$ cat src/rtl/xmbw_regs.svh
// Constants for the external memory bus wait block
`ifndef XMBW_REGS_SVH
`define XMBW_REGS_SVH
// Bus width select levels
`define XMBW_WIDTH_8 1'b1
`define XMBW_WIDTH_16 1'b0
// Position of the wait-select bit in the processor mode byte
`define XMBW_WAIT_SEL_BIT 2
// Extra strobe-low cycles added by the software wait
`define XMBW_SW_WAITS 2'h1
// Extra strobe-low cycles every cycle gets, so the wait request clears the synchroniser
`define XMBW_BASE_HOLD 2'h1
`endif

$ cat src/rtl/xmbw_pkg.sv
// Types for the external memory bus wait block
package xmbw_pkg;
  typedef enum logic [1:0] {
    XMBW_IDLE = 2'b00,
    XMBW_ADDR = 2'b01,
    XMBW_STRB = 2'b10,
    XMBW_DONE = 2'b11
  } xmbw_state_t;
  typedef enum logic [1:0] {
    XMBW_MIN = 2'b00,
    XMBW_MED_A = 2'b01,
    XMBW_MED_B = 2'b10,
    XMBW_MAX = 2'b11
  } xmbw_model_t;
endpackage

$ cat src/rtl/xmbw_bus.sv
// External memory bus sequencer with software and hardware wait insertion
`timescale 1ns/1ps
`default_nettype none
`include "xmbw_regs.svh"
module xmbw_bus #(
  parameter int ADDR_W = 24
) (
  // Clock and reset
  input wire logic clk_i,
  input wire logic srst_i,
  // Configuration pins
  input wire logic width_sel_i,
  input wire logic [7:0] mode_reg_i,
  input wire logic wait_req_n_i,
  // Core request side
  input wire logic req_i,
  input wire logic req_internal_i,
  input wire logic req_write_i,
  input wire logic req_byte_i,
  input wire logic [ADDR_W-1:0] req_addr_i,
  input wire logic [15:0] req_wdata_i,
  output logic done_o,
  output logic [15:0] rdata_o,
  output logic bus16_o,
  output logic [1:0] model_o,
  // External bus pins
  output logic strobe_n_o,
  output logic ale_o,
  output logic rw_o,
  output logic high_byte_enable_out_n_o,
  output logic [7:0] addr_lo_o,
  output logic [15:0] data_o,
  output logic [15:0] data_oe_n_o,
  input wire logic [15:0] data_i,
  output logic clk_out_o
);
  // Address byte split below assumes a 24-bit address
  if (ADDR_W != 24) begin : g_addr_w_check
    $error("ADDR_W must be 24");
  end

  // Two-flop synchronisers for pin inputs, plus the registered width
  logic [1:0] wr_sync_reg, wr_sync_next;
  logic [1:0] ws_sync_reg, ws_sync_next;
  logic bus16_reg, bus16_next;
  always_comb begin
    // Sampled every system clock, so every fall of clk_out is covered
    wr_sync_next = {wr_sync_reg[0], wait_req_n_i};
    ws_sync_next = {ws_sync_reg[0], width_sel_i};
    bus16_next = (ws_sync_reg[1] == `XMBW_WIDTH_16);
  end
  always_ff @(posedge clk_i) begin
    if (srst_i) begin
      wr_sync_reg <= 2'h3;
      ws_sync_reg <= 2'h3;
      bus16_reg <= 1'b0;
    end else begin
      wr_sync_reg <= wr_sync_next;
      ws_sync_reg <= ws_sync_next;
      bus16_reg <= bus16_next;
    end
  end
  logic wait_req_n_s;
  logic bus8_s;
  assign wait_req_n_s = wr_sync_reg[1];
  assign bus8_s = (ws_sync_reg[1] == `XMBW_WIDTH_8);

  // Model from width and whether upper address byte is in use
  function automatic xmbw_pkg::xmbw_model_t model_of(input logic b8, input logic [7:0] hi);
    if (b8) begin
      model_of = (hi == 8'h00) ? xmbw_pkg::XMBW_MIN : xmbw_pkg::XMBW_MED_A;
    end else begin
      model_of = (hi == 8'h00) ? xmbw_pkg::XMBW_MED_B : xmbw_pkg::XMBW_MAX;
    end
  endfunction

  // Bus cycle sequencer state
  xmbw_pkg::xmbw_state_t st_reg, st_next;
  xmbw_pkg::xmbw_model_t mdl_reg, mdl_next;
  logic [1:0] sw_cnt_reg, sw_cnt_next;
  logic phase_reg, phase_next;
  logic strobe_n_reg, strobe_n_next;
  logic ale_reg, ale_next;
  logic rw_reg, rw_next;
  logic hbe_n_reg, hbe_n_next;
  logic [7:0] alo_reg, alo_next;
  logic [15:0] dout_reg, dout_next;
  logic [15:0] doe_n_reg, doe_n_next;
  logic [15:0] rdata_reg, rdata_next;
  logic done_reg, done_next;
  logic int_reg, int_next;
  logic [ADDR_W-1:0] addr_reg, addr_next;
  logic [15:0] wdata_reg, wdata_next;

  // Next-state logic; clk_out runs at half the system clock
  always_comb begin
    st_next = st_reg;
    mdl_next = mdl_reg;
    sw_cnt_next = sw_cnt_reg;
    phase_next = ~phase_reg;
    strobe_n_next = strobe_n_reg;
    ale_next = 1'b0;
    rw_next = rw_reg;
    hbe_n_next = hbe_n_reg;
    alo_next = alo_reg;
    dout_next = dout_reg;
    doe_n_next = doe_n_reg;
    rdata_next = rdata_reg;
    done_next = 1'b0;
    int_next = int_reg;
    addr_next = addr_reg;
    wdata_next = wdata_reg;
    unique case (st_reg)
      xmbw_pkg::XMBW_IDLE: begin
        if (req_i) begin
          addr_next = req_addr_i;
          wdata_next = req_wdata_i;
          int_next = req_internal_i;
          mdl_next = model_of(bus8_s, req_addr_i[23:16]);
          rw_next = ~req_write_i;
          hbe_n_next = bus8_s | req_byte_i & ~req_addr_i[0];
          alo_next = req_addr_i[7:0];
          // Multiplexed address bytes go out on the data lines
          dout_next = {req_addr_i[23:16], req_addr_i[15:8]};
          doe_n_next = 16'h0000;
          // Minimum model latches nothing, the ALE pulse is harmless to it
          ale_next = 1'b1;
          st_next = xmbw_pkg::XMBW_ADDR;
        end
      end
      xmbw_pkg::XMBW_ADDR: begin
        strobe_n_next = 1'b0;
        dout_next = wdata_reg;
        doe_n_next = rw_reg ? 16'hFFFF : (bus8_s ? 16'hFF00 : 16'h0000);
        // Base hold lets an address-phase wait request reach the sampler in time
        // Software wait adds one more cycle; internal area skips it
        sw_cnt_next = (!mode_reg_i[`XMBW_WAIT_SEL_BIT] && !int_reg) ? (`XMBW_BASE_HOLD + `XMBW_SW_WAITS) :
          `XMBW_BASE_HOLD;
        st_next = xmbw_pkg::XMBW_STRB;
      end
      xmbw_pkg::XMBW_STRB: begin
        // Request checked on every access, internal ones included
        if (sw_cnt_reg != 2'h0) begin
          sw_cnt_next = sw_cnt_reg - 2'h1;
        end else if (!wait_req_n_s) begin
          st_next = xmbw_pkg::XMBW_STRB;
        end else begin
          rdata_next = data_i;
          strobe_n_next = 1'b1;
          st_next = xmbw_pkg::XMBW_DONE;
        end
      end
      xmbw_pkg::XMBW_DONE: begin
        doe_n_next = 16'hFFFF;
        done_next = 1'b1;
        st_next = xmbw_pkg::XMBW_IDLE;
      end
    endcase
  end

  // Sequencer registers
  always_ff @(posedge clk_i) begin
    if (srst_i) begin
      st_reg <= xmbw_pkg::XMBW_IDLE;
      mdl_reg <= xmbw_pkg::XMBW_MIN;
      sw_cnt_reg <= 2'h0;
      phase_reg <= 1'b1;
      strobe_n_reg <= 1'b1;
      ale_reg <= 1'b0;
      rw_reg <= 1'b1;
      hbe_n_reg <= 1'b1;
      alo_reg <= 8'h00;
      dout_reg <= 16'h0000;
      doe_n_reg <= 16'hFFFF;
      rdata_reg <= 16'h0000;
      done_reg <= 1'b0;
      int_reg <= 1'b0;
      addr_reg <= '0;
      wdata_reg <= 16'h0000;
    end else begin
      st_reg <= st_next;
      mdl_reg <= mdl_next;
      sw_cnt_reg <= sw_cnt_next;
      phase_reg <= phase_next;
      strobe_n_reg <= strobe_n_next;
      ale_reg <= ale_next;
      rw_reg <= rw_next;
      hbe_n_reg <= hbe_n_next;
      alo_reg <= alo_next;
      dout_reg <= dout_next;
      doe_n_reg <= doe_n_next;
      rdata_reg <= rdata_next;
      done_reg <= done_next;
      int_reg <= int_next;
      addr_reg <= addr_next;
      wdata_reg <= wdata_next;
    end
  end

  // Outputs straight from flops
  assign strobe_n_o = strobe_n_reg;
  assign ale_o = ale_reg;
  assign rw_o = rw_reg;
  assign high_byte_enable_out_n_o = hbe_n_reg;
  assign addr_lo_o = alo_reg;
  assign data_o = dout_reg;
  assign data_oe_n_o = doe_n_reg;
  assign rdata_o = rdata_reg;
  assign done_o = done_reg;
  assign clk_out_o = phase_reg;
  assign model_o = mdl_reg;
  assign bus16_o = bus16_reg;
endmodule // xmbw_bus
`default_nettype wire

$ cat config.mk
export PLATFORM = sky130hd
export DESIGN_NAME = xmbw_bus
export DESIGN_NICKNAME = d
export VERILOG_FILES = /design/src/rtl/xmbw_pkg.sv /design/src/rtl/xmbw_bus.sv
export VERILOG_INCLUDE_DIRS = /design/src /design/src/rtl
export SDC_FILE = /design/constraint.sdc
export NUM_CORES = 1
export LEC_CHECK = 0
export ABC_AREA = 1
export BUFFER_PORTS_ARGS = -buffer_cell sky130_fd_sc_hd__buf_2
export CORE_UTILIZATION = 45
export CTS_CLUSTER_SIZE = 10
export DETAILED_ROUTE_END_ITERATION = 12
export GPL_ROUTABILITY_DRIVEN = 1
export PLACE_DENSITY = 0.76
export SLEW_MARGIN = 20
export SYNTH_ARGS = -nofsm -noshare
export SYNTH_HDL_FRONTEND = slang
export SYNTH_SLANG_ARGS = --single-unit
$ cat constraint.sdc
create_clock -name clk_i -period 3.6 [get_ports clk_i]
set_clock_uncertainty 0.2 [all_clocks]
set_input_delay 0.54 -clock clk_i [delete_from_list [all_inputs] [get_ports clk_i]]
set_output_delay 0.54 -clock clk_i [all_outputs]
set_load 0.005 [all_outputs]
# Word-level counts from Yosys, hierarchy flattened

Cells that the tools add are included.

Divide/modulo/power cells: 0
Bitwise gates (word level): 8
Multiplexer cells: 21
Eq/ne operators: 7
Add/sub/neg operators: 1
Shift-type cells: 0
Multiply operators: 0
Reductions and logical operators: 17
Magnitude comparators: 0

Operators with widths:

| kind                  | number |
|---|---|
| $mux W16              | 4 |
| $pmux W16 S3          | 1 |
| $pmux W16 S2          | 1 |
| $mux W2               | 5 |
| $reduce_and A2 Y1     | 5 |
| $logic_not A8 Y1      | 1 |
| $ne A2 B2 Y1 const B  | 4 |
| $pmux W2 S4           | 1 |
| $mux W1               | 7 |
| $not A1 Y1            | 6 |
| $reduce_and A3 Y1     | 2 |
| $reduce_bool A2 Y1    | 3 |
| $eq A2 B2 Y1 const B  | 2 |
| $pmux W2 S2           | 1 |
| $reduce_bool A3 Y1    | 1 |
| $eq A2 B1 Y1 const B  | 1 |
| $logic_not A1 Y1      | 2 |
| $logic_not A2 Y1      | 1 |
| $pmux W1 S2           | 1 |
| $reduce_or A2 Y1      | 1 |
| $sub A2 B1 Y2 const B | 1 |
| $and A1 B1 Y1         | 1 |
| $logic_and A1 B1 Y1   | 1 |
| $or A1 B1 Y1          | 1 |

Bits in latches: 0
Bits in registers: 90
Word-level logic and storage cells: 72
Memory bits (writable): 0
Memory bits (read-only): 0
Memories kept: 0
Output and inout bits: 65
Input bits: 72

# Logic depth before layout (Yosys ltp)

Gate-level depths: netlist of run 1.

Depth after elaboration: 4
Gate-level depth with buffers: 9
Gate-level depth less buffers: 8

# Least setup slack after synthesis of run 1

No wires, ideal clock.

Kind: register to register
From: reg st_reg[0]
To: reg alo_reg[4], in the netlist addr_lo_o[4]
Cell stages (with the launch flop): 8
Setup time: 0.116 ns
Buffers on the path: 1
Arrival time: 1.274 ns
Clock period less this slack: 1.590 ns
Required time: 3.284 ns
Slack: 2.010 ns
Cells stage by stage: dfxtp_1 inv_1 ha_1 nand2_2 clkinv_2 buf_4 nor2_1 nor2_1

Longest elaborated chain between the ends: 2

Ends and longest elaborated chain:

| item                        | RTL line        | text |
|---|---|---|
| from (decl)                 | xmbw_bus.sv:78  | `xmbw_pkg::xmbw_state_t st_reg, st_next;` |
| from (signal assigned)      | xmbw_bus.sv:164 | `st_reg <= xmbw_pkg::XMBW_IDLE;` |
| from (signal assigned)      | xmbw_bus.sv:181 | `st_reg <= st_next;` |
| $logic_not A2 Y1            | xmbw_bus.sv:113 | `unique case (st_reg)` |
| $reduce_and A2 Y1 (no line) | n/a             |  |
| to (signal assigned)        | xmbw_bus.sv:189 | `alo_reg <= alo_next;` |
| to (decl)                   | xmbw_bus.sv:86  | `logic [7:0] alo_reg, alo_next;` |

No other way between the ends.
A chain may end at the register's enable or synchronous reset.

# Worst setup path in the final report of run 1

From: reg st_reg[0]
To: reg mdl_reg[0], in the netlist model_o[0]

Longest elaborated chain between the ends: 2

Ends and longest elaborated chain:

| item                        | RTL line        | text |
|---|---|---|
| $logic_not A2 Y1            | xmbw_bus.sv:113 |  |
| $reduce_and A2 Y1 (no line) | n/a             |  |
| to (signal assigned)        | xmbw_bus.sv:165 | `mdl_reg <= xmbw_pkg::XMBW_MIN;` |
| to (signal assigned)        | xmbw_bus.sv:182 | `mdl_reg <= mdl_next;` |
| to (decl)                   | xmbw_bus.sv:79  | `xmbw_pkg::xmbw_model_t mdl_reg, mdl_next;` |

No other way between the ends.

==> results of run 1 <==
## layout make-up
cell class              count  share of cell area (%)
clock buffers              14                   3.941
clock inverters             2                  0.2584
inverters                  42                   4.167
multi-input cells         274                   32.40
flip-flops and latches     76                   39.28
well taps                  96                   3.101
repair buffers            130                   16.86
## stage by stage
| stage | total power, uW | cells | util, % |
|---|---|---|---|
| after global routing | 3301 | 634 | 57.02 |
| after detailed placement | 2486 | 618 | 54.62 |
| after global placement | 2446 | 618 | 54.62 |
| after floorplan | 2181 | 427 | - |
| final | 3012 | 634 | 57.02 |
| after CTS | 3044 | 634 | 57.02 |
## worst paths after layout
path,from,slack [ps],endpoint,cells past startpoint
worst max-delay path,st_reg[0],1090,model_o[0],6
worst max register to register,st_reg[0],1090,model_o[0],6
worst min register to register,clk_out_o,190,clk_out_o,1
worst min-delay path,wait_req_n_i,190,wr_sync_reg[0],2
## power by group through the flow
stage / Sequential (uW) / Clock (uW) / Combinational, uW
finish: 1250 / 548 / 1210
global route: 1290 / 602 / 1410
CTS: 1250 / 569 / 1220
detailed placement: 1270 / 0 / 1220
global placement: 1260 / 0 / 1190
floorplan: 1280 / 0 / 900
## logic make-up after synthesis
family	count (synthesis)	synth area share, %
AND/OR/NAND/NOR	173	21.79
AO/OA/AOI/OAI	93	14.71
buffers and inverters	77	12.26
flip-flops	76	48.08
adder cells (fa/ha/maj)	8	3.163
## metal layers
metal / wire, um / share of wire [%] / vias up / global-route usage [%]
met5: 0 / 0 / - / 0
met4: 24 / 0.34 / 0 / 8.636
met3: 588 / 8.3 / 2 / 5.390
met2: 3125 / 44 / 120 / 32.65
met1: 3317 / 47 / 1326 / 24.77
li1: - / - / 1537 / -
## worst max-delay path: stages (launching register included)
cell      delay [ps]
dfxtp_1          410
inv_1            120
ha_1             260
nand2_2          500
clkinv_2         520
o21ai_0          290
nor2_1            70
## cell usage in the layout (no fill, tap or decap), types with 3 or more instances in the layout
cell and instances:
buf_2 129, nor2_1 93, dfxtp_1 76, nand2_1 61
o21ai_0 42, inv_1 37, o21ai_1 29, a21oi_1 22
nand3_1 10, clkbuf_8 10, ha_1 8, or2_2 4
clkbuf_1 4, clkinv_2 3, inv_2 3
==> run metrics, run 1 <==
synth unique cells=22; dpl cell area=3711 sq um; initial antenna violation count=0; clk sinks=76; GR Util All Layers=19.95%; Syn-to-layout area delta=22.42%; footprint of the multi-input gates=1255 sq um; pin count of the biggest net entering global routing=67; CP startpoint kind=flop; Final Hold Fails=0; FMAX=0.3986 GHz; GRT overflow=0; max-slew violations=0; vias in the first global route=2,692; antenna-violating nets left=0; crit path kind=flop to flop; combinational share of power=40.2%; Post-synth EDFFs=0; Yosys top cell area share=48.08%; WP data arrival=2530 ps; worst slack at placement=1082 ps; VDD IR max=0.3366 mV; Core Area=6794 sq um; share of power burned in registers=41.6%; synth cell count leaders=nor2_1 (93), dfxtp_1 (76), nand2_1 (61); Rel. slew slack=36.20%; FF+latch area=1521 sq um; minimum clock period=2509 ps; Site Rows=30; hold-fix buffer count after cts=0; Worst Path Required=3620 ps; filler instances=651; cell with the most instances after synthesis=nor2_1; fin worst setup slack=1091 ps; final setup violating endpoints=0; Remaining DRCs=0; routability cong.=0.8643; first-pass GRT wire length=11,650 um; vias post-DR=2,985; asr flop ratio synth=0%; area leader, netlist=dfxtp_1; internal power=1851 uW; drt initial violations=124; clock network power share=18.2%; die area=7371 sq um; mean routed wirelength per cell=11.13 um; Resized Gates After CTS=0; Seq cells post-synth=76; total negative slack=0 ps; crit share post-route=69.69%; final std cell area, no fill=3874 sq um; DR pass1 iterations=4; Post-Syn Area=3164 sq um; Ports=137; Synthesis Warnings=0; clk slew on worst S/H paths=70 ps; dpl hpwl=4828 um; CP Max Fanout=35; IO Port Bufs=129; Psw=1161 uW; top cells by area, synth=dfxtp_1 (48%), nor2_1 (11%), nand2_1 (7.2%); root buf cell=clkbuf_8; Max-Cap Viols=0; leakage power total=0.001937 uW; Initial Util=46.57%; Post-Syn Instances=427; CTS buffer count=9; Routed WL=7056 um; Via-to-Cell Ratio=4.708; Pwr Density=777.5 nW/um^2; RSZ-0062 raised after global routing=no; Chip Width=85.86 um; Seq/Total Area, Yosys=48.08%; CTS tree=built; clk buf depth=2; Mapped Nets=507; outcome=finished clean; nets@finish=613; Hold WS=187.1 ps; post-CTS setup buffers=0; share of cells above drive strength 1=28.62%; Antenna Diode Count=0; Worst-Margin Slew=955.6 ps; CTS HTree Levels=3; Worst setup EP type=flop; syn avg cell area=7.411 sq um; switching part of the total=38.55%; die height=85.86 um; worst-skew pair later-pin latency=340 ps; Tightest Hold Check Type=input pin to flop; predominant post-synthesis flop cell=dfxtp_1
(Power assumes the default switching activity.)
==> run 2, diff against run 1 <==
--- a/config.mk
+++ b/config.mk
@@ -6,9 +6,9 @@
 export SDC_FILE = /design/constraint.sdc
 export NUM_CORES = 1
 export LEC_CHECK = 0
-export ABC_AREA = 1
+export ABC_AREA = 0
 export BUFFER_PORTS_ARGS = -buffer_cell sky130_fd_sc_hd__buf_2
-export CORE_UTILIZATION = 45
+export CORE_UTILIZATION = 43
 export CTS_CLUSTER_SIZE = 10
 export DETAILED_ROUTE_END_ITERATION = 12
 export GPL_ROUTABILITY_DRIVEN = 1
==> constraint.sdc (replaced) <==
create_clock -name clk_i -period 2.22 [get_ports clk_i]
set_clock_uncertainty 0.2 [all_clocks]
set_input_delay 0.333 -clock clk_i [delete_from_list [all_inputs] [get_ports clk_i]]
set_output_delay 0.333 -clock clk_i [all_outputs]
set_load 0.005 [all_outputs]
==> run 2 against run 1 <==
Net effect:
- hold slack lost 170 ps
- maximum frequency grew 27%
- count of clock-buffer cells in the layout shrank 4
- sequential power grew 54%
- critical path type unchanged
- non-clock buffer count grew 7
- register-to-register slack lost 850 ps
- critical path depth shrank 1
- power grew 67%
- via count shrank 6.6%
==> run metrics, run 2 <==
Worst Path Required=2280 ps (was 3620 ps); Post-Syn Area=3178 sq um (was 3164 sq um); largest stage delay on the critical path=550 ps (was 520 ps); worst-skew pair later-pin latency=340 ps (about the same); Seq/Total Area, Yosys=47.87% (was 48.08%); Pwr Total=5037 uW (was 3012 uW); synth unique cells=33 (was 22); area leader, netlist=dfxtp_1 (unchanged); minimum clock period=1975 ps (was 2509 ps); routability cong.=0.7695 (was 0.8643); predominant post-synthesis flop cell=dfxtp_1 (unchanged); Cell Chain, Critical Path=inv_1 > ha_1 > mux2_4 > nor2_1 > a211oi_1 (was inv_1 > ha_1 > nand2_2 > clkinv_2 > o21ai_0 > nor2_1); fin worst setup slack=244.7 ps (was 1091 ps); vias in the first global route=2,623 (was 2,692); Post-synth EDFFs=0 (unchanged); Initial Util=45.52% (was 46.57%); Core Area=6982 sq um (was 6794 sq um); Site Rows=30 (unchanged); commonest cells after routing, fill and taps aside=buf_2 (129), nand2_1 (87), dfxtp_1 (76) (was buf_2 (129), nor2_1 (93), dfxtp_1 (76)); Worst-Margin Slew=611.9 ps (was 955.6 ps); FF+latch area=1521 sq um (unchanged); most common cell after layout, fill and taps aside=buf_2 (unchanged); CP startpoint kind=flop (unchanged); Yosys top cell area share=47.87% (was 48.08%); dpl hpwl=5219 um (was 4828 um); max-slew violations=0 (unchanged); initial antenna violation count=0 (unchanged); Critical Path Start=st_reg[0] (unchanged); clk buf depth=2 (unchanged); Routed WL=7238 um (was 7056 um); switching part of the total=37.18% (was 38.55%); Mapped Nets=435 (was 507); synth cell count leaders=nand2_1 (87), dfxtp_1 (76), a21oi_1 (46) (was nor2_1 (93), dfxtp_1 (76), nand2_1 (61)); footprint of the multi-input gates=1399 sq um (was 1255 sq um); CP Max Fanout=32 (was 35); Antenna Diode Count=0 (unchanged); post-CTS setup buffers=0 (unchanged); leakage power total=0.001752 uW (was 0.001937 uW); first-pass GRT wire length=11,710 um (was 11,650 um); Max-Cap Viols=0 (unchanged); VDD IR max=0.5270 mV (was 0.3366 mV); nets@finish=547 (was 613); mean routed wirelength per cell=12.74 um (was 11.13 um); GRT overflow=0 (unchanged); total negative slack=0 ps (unchanged); CTS buffer count=9 (unchanged); antenna-violating nets left=0 (unchanged); share of cells above drive strength 1=39.19% (was 28.62%); Remaining DRCs=0 (unchanged); GR Util All Layers=19.58% (was 19.95%); Pwr Density=1260 nW/um^2 (was 777.5 nW/um^2); worst r2r path cells=5 (was 6); syn avg cell area=8.952 sq um (was 7.411 sq um); Via-to-Cell Ratio=4.910 (was 4.708); combinational share of power=40.1% (was 40.2%); Ports=137 (unchanged); top cells by area, synth=dfxtp_1 (48%), nand2_1 (10%), a21oi_1 (7.2%) (was dfxtp_1 (48%), nor2_1 (11%), nand2_1 (7.2%)); Tightest Hold Check Type=input pin to flop (unchanged); kind of cell adding the most delay to the critical path=multiplexers (was buffers and inverters); Rel. slew slack=59.09% (was 36.20%); Stages on worst setup path=5 (was 6); worst path bufs/invs=1 (was 2); Psw=1873 uW (was 1161 uW); share of power burned in registers=38.4% (was 41.6%); die area=7739 sq um (was 7371 sq um); clk slew on worst S/H paths=90 ps (was 70 ps); hold-fix buffer count after cts=2 (was 0); CTS tree=built (unchanged); vias post-DR=2,789 (was 2,985); Synthesis Warnings=0 (unchanged); IO Port Bufs=129 (unchanged); worst slack at placement=252.8 ps (was 1082 ps); outcome=finished clean (unchanged); pin count of the biggest net entering global routing=33 (was 67); clock network power share=21.6% (was 18.2%); Seq cells post-synth=76 (unchanged); RR Startpoint=st_reg[0] (unchanged); cell with the most instances after synthesis=nand2_1 (was nor2_1); Final Hold Fails=0 (unchanged); Chip Width=87.97 um (was 85.86 um); WP data arrival=2040 ps (was 2530 ps); DR pass1 iterations=4 (unchanged); crit path kind=flop to flop (unchanged); clk sinks=76 (unchanged); filler instances=669 (was 651); final setup violating endpoints=0 (unchanged); CTS HTree Levels=3 (unchanged); Worst setup EP type=flop (unchanged); slowest CP cell=mux2_4 (was clkinv_2); RSZ-0062 raised after global routing=no (unchanged); Syn-to-layout area delta=25.83% (was 22.42%); drt initial violations=81 (was 124); FMAX=0.5063 GHz (was 0.3986 GHz); worst r2r dst=data_o[10] (was model_o[0]); root buf cell=clkbuf_8 (unchanged); worst setup path endpoint=data_o[10] (was model_o[0]); Post-Syn Instances=355 (was 427); Resized Gates After CTS=0 (unchanged); asr flop ratio synth=0% (unchanged); internal power=3164 uW (was 1851 uW); die height=87.97 um (was 85.86 um); crit share post-route=88.98% (was 69.69%); reg2reg setup slack=240 ps (was 1090 ps)
run 2: cells by family (layout without fill, tap and decap cells):
family                     after synthesis  count (layout)  synth area share, %
AOI/OAI and AO/OA                       78              78                16.89
adders and majority gates                8               8                3.150
buffers and inverters                   43             160                8.110
DFF                                     76              76                47.87
muxes                                   17              17                5.512
and+or+nand+nor                        133             133                18.46
run 2: layer usage:
metal  up-vias  track usage (%)  wire length (um)
met2        84            33.62              3494
li1       1397                -                 -
met3        10            3.864               350
met5         -                0                 0
met4         0            8.942               141
met1      1298            23.60              3251
run 2: layout make-up:
class | count | area share [%]
clock buffers | 10 | 3.442
multi-input cells | 236 | 34.98
clock inverters | 6 | 1.783
repair buffers | 137 | 18.09
flip-flops and latches | 76 | 38.05
inverters | 7 | 0.6571
well taps | 96 | 3.004
run 2: worst min path at each step:
| stage | from | endpoint | slack [ps] | cells past startpoint |
|---|---|---|---|---|
| detailed placement | clk_out_o | clk_out_o | 170 | 1 |
| global placement | clk_out_o | clk_out_o | 170 | 1 |
| global route | req_wdata_i[7] | wdata_reg[7] | 10 | 3 |
| CTS | req_wdata_i[4] | wdata_reg[4] | 2 | 3 |
| floorplan | clk_out_o | clk_out_o | 170 | 1 |
| finish | req_wdata_i[4] | wdata_reg[4] | 10 | 3 |
run 2: metrics by stage:
step	hold WS (ps)	std cells	instance area (sq um)	util, %
after floorplan	174.4	355	3178	-
after global placement	165.5	550	3770	54.00
after detailed placement	165.7	550	3770	54.00
after CTS	2.325	568	3999	57.28
after global routing	12.47	568	3999	57.28
final	12.87	568	3999	57.28
run 2: tightest hold or removal path, cell delays in order:
cell,delay [ps]
buf_2,90
nand2_1,40
a21oi_1,50
run 2: power groups by stage:
stage	Sequential (uW)	Combinational [uW]	Clock [uW]
5_1_grt	1980	2270	1170
4_1_cts	1930	2050	1110
3_5_place_dp	1960	2040	0
3_3_place_gp	1940	1980	0
6_report	1930	2020	1090
2_1_floorplan	1970	1540	0
